File: config.mk
export PLATFORM = sky130hd
export DESIGN_NAME = sacq_top
export DESIGN_NICKNAME = d
export VERILOG_FILES = /design/src/core/sacq_pkg.sv /design/src/core/sacq_top.sv
export VERILOG_INCLUDE_DIRS = /design/src /design/src/core
export SDC_FILE = /design/constraint.sdc
export NUM_CORES = 1
export LEC_CHECK = 0
export BUFFER_PORTS_ARGS = -buffer_cell sky130_fd_sc_hd__buf_2
export CORE_UTILIZATION = 55
export CTS_CLUSTER_DIAMETER = 50
export CTS_CLUSTER_SIZE = 20
export DETAILED_ROUTE_END_ITERATION = 10
export PLACE_DENSITY = 0.74
export SETUP_SLACK_MARGIN = 0.05
export SYNTH_ARGS = -nofsm -noshare
export SYNTH_HDL_FRONTEND = slang
export SYNTH_SLANG_ARGS = --single-unit
File: constraint.sdc
create_clock -name clk_sys -period 24.2 [get_ports clk_sys]
set_input_delay 2.42 -clock clk_sys [delete_from_list [all_inputs] [get_ports clk_sys]]
set_output_delay 2.42 -clock clk_sys [all_outputs]
set_load 0.05 [all_outputs]
File: src/core/sacq_params.svh
`ifndef SACQ_PARAMS_SVH
`define SACQ_PARAMS_SVH
// ----------------------------------------------------------------
// clock and timing
// ----------------------------------------------------------------
`define SACQ_CLK_MHZ        250
`define SACQ_DEAD_TIME_US   1000
// ----------------------------------------------------------------
// limits of the setup fields
// ----------------------------------------------------------------
`define SACQ_REC_MIN        21'h000064
`define SACQ_REC_MAX        21'h1E8480
`define SACQ_PART_LOG_MAX   4'hC
`define SACQ_OFS_LIM        16'sh4E20
`define SACQ_THR_LIM        6'sh14
`define SACQ_GAIN_LAST      3'h6
`define SACQ_COARSE_CODE    3'h4
`define SACQ_TDIV_LAST      5'h1D
`define SACQ_SINT_LAST      5'h15
// ----------------------------------------------------------------
// repeat-acquisition bands
// ----------------------------------------------------------------
`define SACQ_RPT_BASE_CNT   13'h0064
`define SACQ_RPT_STEP_CNT   13'h00FA
`define SACQ_RPT_BASE_LEN   34'h0000F4240
`define SACQ_RPT_STEP_LEN   34'h0000186A0
`define SACQ_RPT_BANDS      10
// ----------------------------------------------------------------
// reset values
// ----------------------------------------------------------------
`define SACQ_RST_CNT        13'h0001
`define SACQ_RST_PART       4'h0
`endif

File: src/core/sacq_pkg.sv
package sacq_pkg;
  typedef enum logic [2:0] {CPL_AC, CPL_DC, CPL_AC50, CPL_DC50, CPL_GND} sacq_cpl_t;
  typedef enum logic [1:0] {SCLK_INT, SCLK_EXT1M, SCLK_EXT50} sacq_sclk_t;
  typedef enum logic [1:0] {REF_INT, REF_EXT1M, REF_EXT50, REF_BACKPLANE_SRC} sacq_ref_t;
  typedef enum logic [2:0] {ST_IDLE, ST_ARMED, ST_CAPT, ST_DEAD, ST_READ} sacq_state_t;

  typedef struct packed {
    logic               scope_mode;  // 1 oscilloscope, 0 digitizer
    logic [1:0]         probe;       // 1:1, 10:1, 100:1, 1000:1
    sacq_cpl_t          cpl;
    logic [2:0]         gain;        // sensitivity or range code
    logic signed [15:0] ofs;         // 0.1 mV fine, 1 mV coarse
    logic [4:0]         tbase;       // time/div or interval code
    sacq_sclk_t         sclk;
    sacq_ref_t          rsrc;
    logic signed [5:0]  thr;         // 0.1 V units
    logic [3:0]         part_log;
    logic [20:0]        rec_len;
    logic [12:0]        acq_cnt;
    logic               trig_normal;
    logic               repeat_en;
  } sacq_cfg_t;

  typedef struct packed {
    logic [11:0] blk;
    logic [7:0]  code;
  } sacq_smp_t;
endpackage

File: src/core/sacq_top.sv
`timescale 1ns/1ns
`include "sacq_params.svh"

// ----------------------------------------------------------------
// sample buffer
// ----------------------------------------------------------------
module sacq_fifo #(
  parameter int W     = 20,
  parameter int DEPTH = 8
) (
  input  wire logic         clk_sys,
  input  wire logic         resetn,
  input  wire logic         in_valid,
  output logic              in_ready,
  input  wire logic [W-1:0] in_data,
  output logic              out_valid,
  input  wire logic         out_ready,
  output logic [W-1:0]      out_data
);
  localparam int AW = $clog2(DEPTH);
  logic [W-1:0] mem_reg [DEPTH];
  logic [AW:0]  wr_reg;
  logic [AW:0]  rd_reg;
  wire          push = in_valid && in_ready;
  wire          pop  = out_valid && out_ready;

  assign in_ready  = (wr_reg - rd_reg) != (AW+1)'(DEPTH);
  assign out_valid = wr_reg != rd_reg;
  assign out_data  = mem_reg[rd_reg[AW-1:0]];

  always_ff @(posedge clk_sys or negedge resetn) begin
    if (!resetn) begin
      wr_reg <= '0;
      rd_reg <= '0;
    end else begin
      if (push) wr_reg <= wr_reg + 1'b1;
      if (pop) rd_reg <= rd_reg + 1'b1;
    end
  end

  always_ff @(posedge clk_sys) begin
    if (push) mem_reg[wr_reg[AW-1:0]] <= in_data;
  end
endmodule

// ----------------------------------------------------------------
// acquisition setup and sequencing
// ----------------------------------------------------------------
// Functional notes
// RL1: memory splits into power-of-two blocks up to 4096, filled in turn per trigger
// RL2: unpartitioned record length runs from 100 to 2000000 points
// RL3: record length upper limit shrinks with partition count; 4096 blocks allow only 100
// RL4: acquisition count runs 1 to partitions; only in normal trigger when partitioned
// RL5: count above one means sequential store, readout after all blocks captured
// RL6: dead time between sequential captures is about one millisecond
// RL7: count of one is single capture; repeat loops capture and readout until stopped
// RL8: repeat is refused when count times length exceeds the band limit
// RL9: digitizer sampling interval is 1-2-5 from 1 ns to 10 ms
// RL10: scope time/div 10 ns to 50 s, ignored unless the sampling clock is internal
// RL11: external sampling clock only with internal reference, normal trigger, 10-500 MHz
// RL12: reference clock is internal, external 1M, external 50 or backplane
// RL13: external threshold is -2.0 to 2.0 V in 0.1 V steps
// RL14: overvoltage on 50 ohm coupling switches coupling to ground
// RL15: overvoltage on the 50 ohm clock input switches the clock to 1M input
// RL16: probe factors 1, 10, 100, 1000 scale displayed sensitivity and offset
// RL17: offset only with DC coupling, +-2 V fine or +-20 V coarse
// RL18: digitizer offers seven ranges from 25 mV to 2.5 V
// RL19: scope sensitivity is 1-2-5 from 5 mV/div to 500 mV/div
// RL20: mode changes are refused while acquisition runs
// RL21: illegal setup combinations are refused or clamped before acquisition
module sacq_top import sacq_pkg::*; #(
  parameter int DEAD_CYC = `SACQ_DEAD_TIME_US * `SACQ_CLK_MHZ,
  parameter int DEPTH    = 8
) (
  input  wire logic       clk_sys,
  input  wire logic       resetn,
  input  wire sacq_cfg_t  cfg_in,
  input  wire logic       cfg_apply,
  output sacq_cfg_t       cfg_active,
  output logic            cfg_refused,
  output logic            cfg_clamped,
  input  wire logic       ext_clk_ok,
  input  wire logic       ovp_input,
  input  wire logic       ovp_clk_in,
  input  wire logic       acq_start,
  input  wire logic       acq_stop,
  input  wire logic       trig,
  input  wire logic       smp_valid,
  output logic            smp_ready,
  input  wire logic [7:0] smp_code,
  output logic            out_valid,
  input  wire logic       out_ready,
  output sacq_smp_t       out_smp,
  output logic            readout_req,
  input  wire logic       readout_done,
  output logic            busy,
  output logic            seq_mode,
  output logic            repeat_ok,
  output logic            ofs_coarse,
  output logic            tbase_used,
  output logic            thr_used,
  output logic [9:0]      probe_mult,
  output logic [11:0]     blk_idx
);
  localparam int DW = $clog2(DEAD_CYC + 1);
  localparam sacq_cfg_t CFG_RST = '{scope_mode: 1'b1, probe: 2'h0, cpl: CPL_DC, gain: 3'h0,
                                    ofs: 16'sh0000, tbase: 5'h00, sclk: SCLK_INT, rsrc: REF_INT,
                                    thr: 6'sh00, part_log: `SACQ_RST_PART, rec_len: `SACQ_REC_MIN,
                                    acq_cnt: `SACQ_RST_CNT, trig_normal: 1'b0, repeat_en: 1'b0};

  function automatic logic [20:0] max_rec(input logic [3:0] pl);
    unique case (pl)
      4'h0:    max_rec = `SACQ_REC_MAX;
      4'h1:    max_rec = 21'h0F4240;
      4'h2:    max_rec = 21'h07EF40;
      4'h3:    max_rec = 21'h03A980;
      4'h4:    max_rec = 21'h01D4C0;
      4'h5:    max_rec = 21'h00FA00;
      4'h6:    max_rec = 21'h007D00;
      4'h7:    max_rec = 21'h003E80;
      4'h8:    max_rec = 21'h001C20;
      4'h9:    max_rec = 21'h000E10;
      4'hA:    max_rec = 21'h000640;
      4'hB:    max_rec = 21'h000258;
      default: max_rec = `SACQ_REC_MIN;
    endcase
  endfunction

  // counts beyond the last band keep the smallest limit
  function automatic logic [33:0] rpt_limit(input logic [12:0] cnt);
    logic [12:0] edge_cnt;
    rpt_limit = `SACQ_RPT_BASE_LEN;
    edge_cnt  = `SACQ_RPT_BASE_CNT;
    for (int i = 1; i < `SACQ_RPT_BANDS; i++) begin
      if (cnt > edge_cnt) rpt_limit = rpt_limit - `SACQ_RPT_STEP_LEN;
      edge_cnt = edge_cnt + `SACQ_RPT_STEP_CNT;
    end
  endfunction

  function automatic logic is50(input sacq_cpl_t c);
    is50 = (c == CPL_AC50) || (c == CPL_DC50);
  endfunction

  // ----------------------------------------------------------------
  // setup check and clamp
  // ----------------------------------------------------------------
  sacq_cfg_t   cfg_reg;
  sacq_cfg_t   cfg_fix;
  sacq_cfg_t   cfg_sel;
  sacq_state_t state_reg;
  logic [12:0] done_reg;
  logic [20:0] scnt_reg;
  logic [DW-1:0] dead_reg;
  logic        fifo_in_ready;

  wire         apply_ok  = cfg_apply && !busy;  // RL20
  wire  [3:0]  part_fix  = (cfg_in.part_log > `SACQ_PART_LOG_MAX) ? `SACQ_PART_LOG_MAX : cfg_in.part_log;
  wire  [20:0] rec_hi    = max_rec(part_fix);
  wire  [12:0] parts_fix = 13'h0001 << part_fix;
  wire         dc_cpl    = (cfg_in.cpl == CPL_DC) || (cfg_in.cpl == CPL_DC50);
  wire  [4:0]  tb_last   = cfg_in.scope_mode ? `SACQ_TDIV_LAST : `SACQ_SINT_LAST;
  wire         ext_ok    = (cfg_in.rsrc == REF_INT) && cfg_in.trig_normal && ext_clk_ok;
  wire         cnt_free  = cfg_in.trig_normal && (part_fix != 4'h0);

  assign cfg_fix.scope_mode  = cfg_in.scope_mode;
  assign cfg_fix.probe       = cfg_in.probe;
  assign cfg_fix.cpl         = (cfg_in.cpl > CPL_GND) ? CPL_GND : cfg_in.cpl;
  assign cfg_fix.gain        = (cfg_in.gain > `SACQ_GAIN_LAST) ? `SACQ_GAIN_LAST : cfg_in.gain; // RL18 RL19
  assign cfg_fix.ofs         = !dc_cpl ? 16'sh0000 :                                              // RL17
                               (cfg_in.ofs > `SACQ_OFS_LIM) ? `SACQ_OFS_LIM :
                               (cfg_in.ofs < -`SACQ_OFS_LIM) ? -`SACQ_OFS_LIM : cfg_in.ofs;
  assign cfg_fix.tbase       = (cfg_in.tbase > tb_last) ? tb_last : cfg_in.tbase;               // RL9 RL10
  assign cfg_fix.sclk        = (ext_ok && cfg_in.sclk <= SCLK_EXT50) ? cfg_in.sclk : SCLK_INT;   // RL11
  assign cfg_fix.rsrc        = cfg_in.rsrc;                                                       // RL12
  assign cfg_fix.thr         = (cfg_in.thr > `SACQ_THR_LIM) ? `SACQ_THR_LIM :                     // RL13
                               (cfg_in.thr < -`SACQ_THR_LIM) ? -`SACQ_THR_LIM : cfg_in.thr;
  assign cfg_fix.part_log    = part_fix;                                                          // RL1
  assign cfg_fix.rec_len     = (cfg_in.rec_len < `SACQ_REC_MIN) ? `SACQ_REC_MIN :                 // RL2 RL3
                               (cfg_in.rec_len > rec_hi) ? rec_hi : cfg_in.rec_len;
  assign cfg_fix.acq_cnt     = !cnt_free ? 13'h0001 :                                             // RL4
                               (cfg_in.acq_cnt == 13'h0000) ? 13'h0001 :
                               (cfg_in.acq_cnt > parts_fix) ? parts_fix : cfg_in.acq_cnt;
  assign cfg_fix.trig_normal = cfg_in.trig_normal;
  assign cfg_fix.repeat_en   = cfg_in.repeat_en;

  assign cfg_sel = apply_ok ? cfg_fix : cfg_reg;  // RL21

  // protection fallbacks act even mid-acquisition and win over an apply
  always_ff @(posedge clk_sys or negedge resetn) begin
    if (!resetn) begin
      cfg_reg     <= CFG_RST;
      cfg_refused <= 1'b0;
      cfg_clamped <= 1'b0;
    end else begin
      cfg_reg     <= cfg_sel;
      cfg_refused <= cfg_apply && busy;
      cfg_clamped <= apply_ok && (cfg_fix != cfg_in);
      if (ovp_input && is50(cfg_sel.cpl)) cfg_reg.cpl <= CPL_GND;                  // RL14
      if (ovp_clk_in && cfg_sel.sclk == SCLK_EXT50) cfg_reg.sclk <= SCLK_EXT1M;    // RL15
    end
  end

  // ----------------------------------------------------------------
  // derived status
  // ----------------------------------------------------------------
  wire [33:0] total_len = 34'(cfg_reg.acq_cnt) * 34'(cfg_reg.rec_len);
  wire [11:0] blk_mask  = 12'((13'h0001 << cfg_reg.part_log) - 13'h0001);

  assign cfg_active = cfg_reg;
  assign repeat_ok  = total_len <= rpt_limit(cfg_reg.acq_cnt);   // RL8
  assign seq_mode   = cfg_reg.acq_cnt > 13'h0001;                // RL5
  assign ofs_coarse = cfg_reg.gain >= `SACQ_COARSE_CODE;         // RL17
  assign tbase_used = cfg_reg.sclk == SCLK_INT;                  // RL10
  assign thr_used   = (cfg_reg.sclk != SCLK_INT) ||              // RL13
                      (cfg_reg.rsrc == REF_EXT1M) || (cfg_reg.rsrc == REF_EXT50);
  assign probe_mult = (cfg_reg.probe == 2'h0) ? 10'h001 : (cfg_reg.probe == 2'h1) ? 10'h00A :  // RL16
                      (cfg_reg.probe == 2'h2) ? 10'h064 : 10'h3E8;
  assign busy        = state_reg != ST_IDLE;
  assign readout_req = state_reg == ST_READ;

  // ----------------------------------------------------------------
  // capture sequencer
  // ----------------------------------------------------------------
  wire        push      = smp_valid && smp_ready;
  wire        last_smp  = push && (scnt_reg == cfg_reg.rec_len - 21'h000001);
  wire [12:0] done_inc  = done_reg + 13'h0001;
  wire        more_blk  = done_inc < cfg_reg.acq_cnt;
  wire        again     = cfg_reg.repeat_en && repeat_ok;        // RL7 RL8

  assign smp_ready = (state_reg == ST_CAPT) && fifo_in_ready;

  always_ff @(posedge clk_sys or negedge resetn) begin
    if (!resetn) begin
      state_reg <= ST_IDLE;
      blk_idx   <= '0;
      done_reg  <= '0;
      scnt_reg  <= '0;
      dead_reg  <= '0;
    end else if (acq_stop) begin
      state_reg <= ST_IDLE;
    end else begin
      unique case (state_reg)
        ST_IDLE: if (acq_start) begin
          state_reg <= ST_ARMED;
          blk_idx   <= '0;
          done_reg  <= '0;
        end
        ST_ARMED: if (trig) begin
          state_reg <= ST_CAPT;
          scnt_reg  <= '0;
        end
        ST_CAPT: begin
          if (push) scnt_reg <= scnt_reg + 21'h000001;
          if (last_smp) begin
            done_reg  <= done_inc;
            state_reg <= more_blk ? ST_DEAD : ST_READ;                          // RL5
            dead_reg  <= DW'(DEAD_CYC - 1);                                     // RL6
            if (more_blk) blk_idx <= (blk_idx + 12'h001) & blk_mask;           // RL1
          end
        end
        ST_DEAD: begin
          dead_reg <= dead_reg - 1'b1;
          if (dead_reg == '0) state_reg <= ST_ARMED;                            // RL6
        end
        ST_READ: if (readout_done) begin
          state_reg <= again ? ST_ARMED : ST_IDLE;                              // RL7
          blk_idx   <= '0;
          done_reg  <= '0;
        end
      endcase
    end
  end

  sacq_fifo #(.W($bits(sacq_smp_t)), .DEPTH(DEPTH)) u_sacq_fifo (
    .clk_sys   (clk_sys),
    .resetn    (resetn),
    .in_valid  (smp_valid && state_reg == ST_CAPT),
    .in_ready  (fifo_in_ready),
    .in_data   ({blk_idx, smp_code}),
    .out_valid (out_valid),
    .out_ready (out_ready),
    .out_data  (out_smp)
  );
endmodule

==> flow_summary.json, run 1 <==
{
  "crit-reg2reg-capture": "state_reg[0]$_DFFE_PN0P_",
  "ys_seq_area_share_pct": 29.8,
  "port_buffers": 231,
  "synth.top_cell.area_share_pct": 16.4,
  "synth_top_cell_by_area": "edfxtp_1",
  "holdBufCountCts": 0,
  "critPathKind": "register to primary output",
  "cts_inserted_buffers": 29,
  "layout-drive-gt1-share_pct": 13.1,
  "synth_edf_count": 160,
  "finalHoldViolCount": 0,
  "synthCells": 3170,
  "grt_max_degree": 93,
  "cp-start-kind": "register",
  "synth.avg_cell_area_sq_um": 9.24,
  "cts_tree": "built",
  "chipWidth_um": 233,
  "synth.area.top_cells": "edfxtp_1, fa_1, dfrtp_1",
  "dr.pass1.iters": 7,
  "grt_antenna_before_repair": 1,
  "die_area_sq_um": 54200,
  "ys.flop_type": "edfxtp_1",
  "clock.fmax_ghz": 0.0731,
  "finalWirelength_um": 83500,
  "hpwlAfterDp_um": 62300,
  "h-tree-depth": 1,
  "setup_tns_ps": 0,
  "cts_setup_buffers": 0,
  "cp_common_cell": "a21oi_1",
  "clk_pin_slew_worst_paths_ps": 70,
  "ant_nets": 0,
  "setup_viol": 0,
  "start_util_pct": 55.8,
  "place.gp.congestion": 0.933,
  "grt_pass1_vias": 23900,
  "grtUsageTotal_pct": 30.4,
  "fp-row-count": 84,
  "critPathRequiredTime_ps": 21780,
  "reg2reg_depth": 42,
  "vias_per_cell": 6.13,
  "hold_path_class": "register to register",
  "slowest_delay_ps": 1010,
  "max_slew_margin_pct": 18.2,
  "synth_nets": 3665,
  "ys_types": 116,
  "synthArstFlopShare_pct": 49.5,
  "rsz0062_at_grt": "false",
  "die_y_um": 233,
  "core_area_sq_um": 52600,
  "syn_area_sq_um": 29300,
  "clock_skew_ps": 20.4,
  "maxCapViolations": 0,
  "largest_register_ffs": 160,
  "cp-end-kind": "primary output",
  "cts.sinks": 317,
  "crit_path_top_delay_cell": "dfrtp_1",
  "drc": 0,
  "drtIter0Drc": 2194,
  "synth_seq_cells": 317,
  "fin_crit_sh_pct": 56.6,
  "whs_path_depth": 2,
  "grt_pass1_wl_um": 130000,
  "fin_nets": 3789,
  "worst-path-max-fanout": 28,
  "drv_slew": 0,
  "ys_warn_count": 0,
  "post_drt_wl_per_cell_um": 20.8,
  "cts_buffer_depth": 3,
  "ff2ff_setup_slack_ps": 12950,
  "reg2reg_from": "cfg_active[5]$_DFFE_PN0P_",
  "min_to": "cfg_active[72]$_DFFE_PN0P_",
  "grt-ovfl-total": 0,
  "status": "finished, final reports clean",
  "clkLatencyLatePin_ps": 590,
  "post_cts_resized": 0,
  "min_from": "cfg_active[72]$_DFFE_PN0P_",
  "period_needed_ps": 13690,
  "ios": 233,
  "cts-root-buf": "clkbuf_16",
  "tightest_slew_ps": 1220,
  "syn_to_final_growth_pct": 9.09,
  "cp.arrival_ps": 11270,
  "vias": 24600
}
-- metal layers --
layer | vias up | wire, um | global-route usage, % | share of wire, %
met5 | - | 0 | 0 | 0
met1 | 12200 | 35700 | 42.9 | 43
met3 | 157 | 5800 | 4.00 | 7.0
met2 | 989 | 39200 | 48.6 | 47
li1 | 11200 | - | - | -
met4 | 0 | 2750 | 9.78 | 3.3
-- worst max path at each step --
stage | start | to | slack [ps] | cells past startpoint
global route | cfg_active[5]$_DFFE_PN0P_ | repeat_ok | 9820 | 41
global placement | cfg_active[13]$_DFFE_PN0P_ | repeat_ok | 11650 | 39
CTS | cfg_active[5]$_DFFE_PN0P_ | repeat_ok | 10700 | 41
floorplan | cfg_active[8]$_DFFE_PN0P_ | repeat_ok | 12780 | 40
detailed placement | cfg_active[5]$_DFFE_PN0P_ | repeat_ok | 11360 | 41
finish | cfg_active[5]$_DFFE_PN0P_ | repeat_ok | 10510 | 41
-- cells by family after synthesis --
kind of cell / Yosys count / synth area share, %
adder cells (fa/ha/maj): 397 / 22.3
buffers and inverters: 466 / 6.19
AO/OA/AOI/OAI: 616 / 14.1
flip-flops: 317 / 29.8
other: 1 / 0.0128
AND/OR/NAND/NOR: 1158 / 18.9
multiplexers: 57 / 3.68
XOR/XNOR: 158 / 4.94
-- worst max-delay path, delay by kind of cell (launching register included) --
kind,cells,cell delay (ps)
AOI/OAI and AO/OA,18,4680
and+or+nand+nor,9,1070
DFF,1,1010
buffers and inverters,4,1110
muxes,3,910
xor gates and xnor gates,3,730
adders and majority gates,4,1180
-- synth_stat cells, drive strengths merged, types with 13 or more instances --
cell and instances:
xnor2 108, nor2 226, clkbuf 141, and3 28, nor3 70, a31oi 15
o22ai 30, a22o 13, o21ai 184, nand2b 26, and2 112, edfxtp 160
nand4 33, nor2b 28, inv 291, mux4 40, o21a 53, a211oi 13
ha 185, a21o 17, o31ai 20, nor4 23, xor2 48, fa 210
dfrtp 151, a21oi 127, nand2 443, buf 32, or3 21, nand3 94
-- layout by cell type, fill, tap and decap left out, types with 9 or more instances in the layout --
cell type    n
a211o_1      9
a2111oi_0    9
fa_1       210
mux4_2      40
a31oi_1     15
and3_1      28
a21oi_1    126
o31ai_1     16
nand4_1     33
buf_4       34
o21ai_0    176
dfrtp_1    150
nor3_1      62
and2_1     111
nor4_1      21
or3_1       21
ha_1       185
xnor2_1    104
a22o_1      13
nor2_1     221
nand2_1    441
mux2i_1     10
edfxtp_1   160
nand2b_1    26
inv_1      291
or4_1       11
o21a_1      53
nand3_1     93
nor2b_1     28
buf_2      231
xor2_1      47
clkbuf_16   29
a21o_1      17
o22ai_1     29
a211oi_1    12
-- through the flow --
stage	std cells	hold WS (ps)	cell area, sq um	worst slack [ps]	util, %
6_report	4006	471	32000	10510	60.8
5_1_grt	4006	499	32000	9820	60.8
4_1_cts	4004	470	32000	10700	60.8
3_5_place_dp	3950	455	30900	11360	58.9
3_3_place_gp	3950	445	30900	11650	58.9
2_1_floorplan	3170	462	29300	12780	-
-- area by class of cell --
cell class	instances	area (sq um)
Antenna cell	1	2.50
Clock buffer	35	778
Clock inverter	19	248
Fill cell	4449	20600
Inverter	293	1100
Multi-Input combinational cell	2387	18800
Sequential cell	317	8740
Tap cell	688	861
Timing Repair Buffer	266	1420
Power of run 1 is not shown: default switching activity piles up to over one toggle a cycle in this logic, so the estimate is an artifact.
==> inputs of run 2 (changes only) <==
Settings changed: ABC_AREA from default to 1, PLACE_DENSITY 0.74 to 0.77.
Clock period 24.2 ns to 11.95 ns, I/O delays scaled along.
==> flow_summary.json, run 2 <==
{
  "synth.most_common_cell": "nand2_1",
  "die_area_sq_um": 53700,
  "critPathRequiredTime_ps": 10760,
  "drv_slew": 0,
  "finalHoldViolCount": 0,
  "syn_to_final_growth_pct": 8.82,
  "period_needed_ps": 10590,
  "tightest_slew_ps": 1220,
  "ant_nets": 0,
  "start_util_pct": 56.2,
  "port_buffers": 231,
  "synth.area.top_cells": "edfxtp_1, fa_1, dfrtp_1",
  "synth_seq_cells": 317,
  "largest_register_ffs": 160,
  "fp-row-count": 83,
  "synthTopCellsByCount": "nand2_1, inv_1, nor2_1",
  "setup_tns_ps": 0,
  "cp_common_cell": "nand2_1",
  "post_drt_wl_per_cell_um": 17.0,
  "synth_edf_count": 160,
  "grt-ovfl-total": 0,
  "clock.fmax_ghz": 0.0944,
  "cts.sinks": 317,
  "core_area_sq_um": 51700,
  "fin_ws_ps": 1360,
  "ys_types": 75,
  "grt_max_degree": 99,
  "cp_top_family": "adder cells",
  "synth_nets": 4183,
  "place.gp.congestion": 0.968,
  "cts_tree": "built",
  "drtIter0Drc": 1864,
  "ios": 233,
  "ys_seq_area_share_pct": 30.1,
  "grt_antenna_before_repair": 2,
  "crit_path_top_delay_cell": "dfrtp_1",
  "cp-start-kind": "register",
  "maxCapViolations": 0,
  "grt_pass1_wl_um": 126000,
  "cts-root-buf": "clkbuf_16",
  "cp.arrival_ps": 9390,
  "layout_common_cells": "nand2_1, inv_1, nor2_1",
  "syn_area_sq_um": 29000,
  "fin_nets": 4321,
  "grt_pass1_vias": 24600,
  "cts_buffer_depth": 3,
  "slowest_delay_ps": 1090,
  "vias": 25000,
  "mostFrequentLayoutCell": "nand2_1",
  "final_core_util_pct": 61.1,
  "dr.pass1.iters": 5,
  "post_cts_resized": 0,
  "layout-drive-gt1-share_pct": 11.4,
  "holdWs_ps": 472,
  "pre_cts_slack_ps": 1960,
  "status": "finished, final reports clean",
  "fin_crit_sh_pct": 88.6,
  "max_slew_margin_pct": 18.8,
  "ys_warn_count": 0,
  "synth_top_cell_by_area": "edfxtp_1",
  "die_y_um": 232,
  "critPathBufInv": 5,
  "worst-path-max-fanout": 28,
  "h-tree-depth": 1,
  "holdBufCountCts": 0,
  "vias_per_cell": 5.53,
  "cts_setup_buffers": 0,
  "clkLatencyLatePin_ps": 560,
  "drc": 0,
  "setup_viol": 0,
  "cp-end-kind": "primary output",
  "ys.flop_type": "edfxtp_1",
  "synthArstFlopShare_pct": 49.5,
  "finalWirelength_um": 76700,
  "synth.top_cell.area_share_pct": 16.5,
  "rsz0062_at_grt": "false",
  "clock_skew_ps": 19.5,
  "chipWidth_um": 232,
  "critPathKind": "register to primary output",
  "synthCells": 3688,
  "grtUsageTotal_pct": 29.1,
  "synth.avg_cell_area_sq_um": 7.88,
  "cts_inserted_buffers": 25,
  "hpwlAfterDp_um": 56900,
  "clk_pin_slew_worst_paths_ps": 90,
  "hold_path_class": "register to register"
}
-- run 2: cell types whose count changed in the layout (fill, tap and decap cells not counted), sizes merged, moves of 40 or more --
cell   previous run  this run
and2            112         5
nand2           443       823
nand3            94       156
o21ai           184       266
mux4             40         0
inv             302       631
nor2            226       389
xor2             48        94
o21a             53         6
xnor2           108        32
-- run 2: logic make-up (layout without fill, tap and decap cells) --
family | count (synthesis) | after routing | share of synthesized area [%]
fa+ha+maj | 396 | 396 | 22.5
xor+xnor | 127 | 127 | 3.93
flops | 317 | 317 | 30.1
simple gates | 1534 | 1534 | 22.8
compound gates | 530 | 530 | 10.3
buf+inv | 783 | 940 | 10.4
other cells | 1 | 3 | 0.0129
-- run 2: stage by stage --
step,cells,area [sq um]
after floorplan,3688,29000
after global placement,4479,30700
after detailed placement,4479,30700
after CTS,4525,31600
after global routing,4527,31600
final,4527,31600
-- run 2: final cells by class --
cell class	instances	area, sq um
timing repair buffer	267	1430
sequential	317	8740
clock inverter	13	204
antenna	2	5.00
tap	680	851
clock buffer	33	676
fill	4552	20100
multi-input combinational	2588	17300
inverter	627	2360
-- run 2: per-layer routing --
metal | GRT usage (%) | share of wire (%) | wire length, um
met1 | 37.8 | 42 | 31900
met2 | 49.6 | 48 | 36500
met3 | 3.45 | 6.5 | 5020
met4 | 11.5 | 4.4 | 3350
met5 | 0 | 0 | 0
-- run 2: worst register-to-register path, delay by kind of cell, from the launching register on --
| kind | cells | cell delay, ps |
|---|---|---|
| buf+inv | 4 | 200 |
| simple gates | 22 | 2440 |
| xor+xnor | 1 | 180 |
| flops | 1 | 1090 |
| compound gates | 10 | 2270 |
| fa+ha+maj | 7 | 3190 |
-- run 2: worst paths after layout --
| check | depth (start not counted) | endpoint | slack [ps] | startpoint |
|---|---|---|---|---|
| worst max-delay path | 41 | repeat_ok | 1360 | cfg_active[5]$_DFFE_PN0P_ |
| worst min-delay path | 2 | cfg_active[54]$_DFFE_PN0P_ | 470 | cfg_active[54]$_DFFE_PN0P_ |
| worst max register to register | 44 | state_reg[0]$_DFFE_PN0P_ | 2480 | cfg_active[5]$_DFFE_PN0P_ |
| worst min register to register | 2 | cfg_active[54]$_DFFE_PN0P_ | 470 | cfg_active[54]$_DFFE_PN0P_ |
| max in group asynchronous | 2 | done_reg[3]$_DFFE_PN0P_ | 9870 | resetn |
| min in group asynchronous | 1 | cfg_active[40]$_DFFE_PN0P_ | 730 | resetn |
Power of run 2 is left out for the same reason.
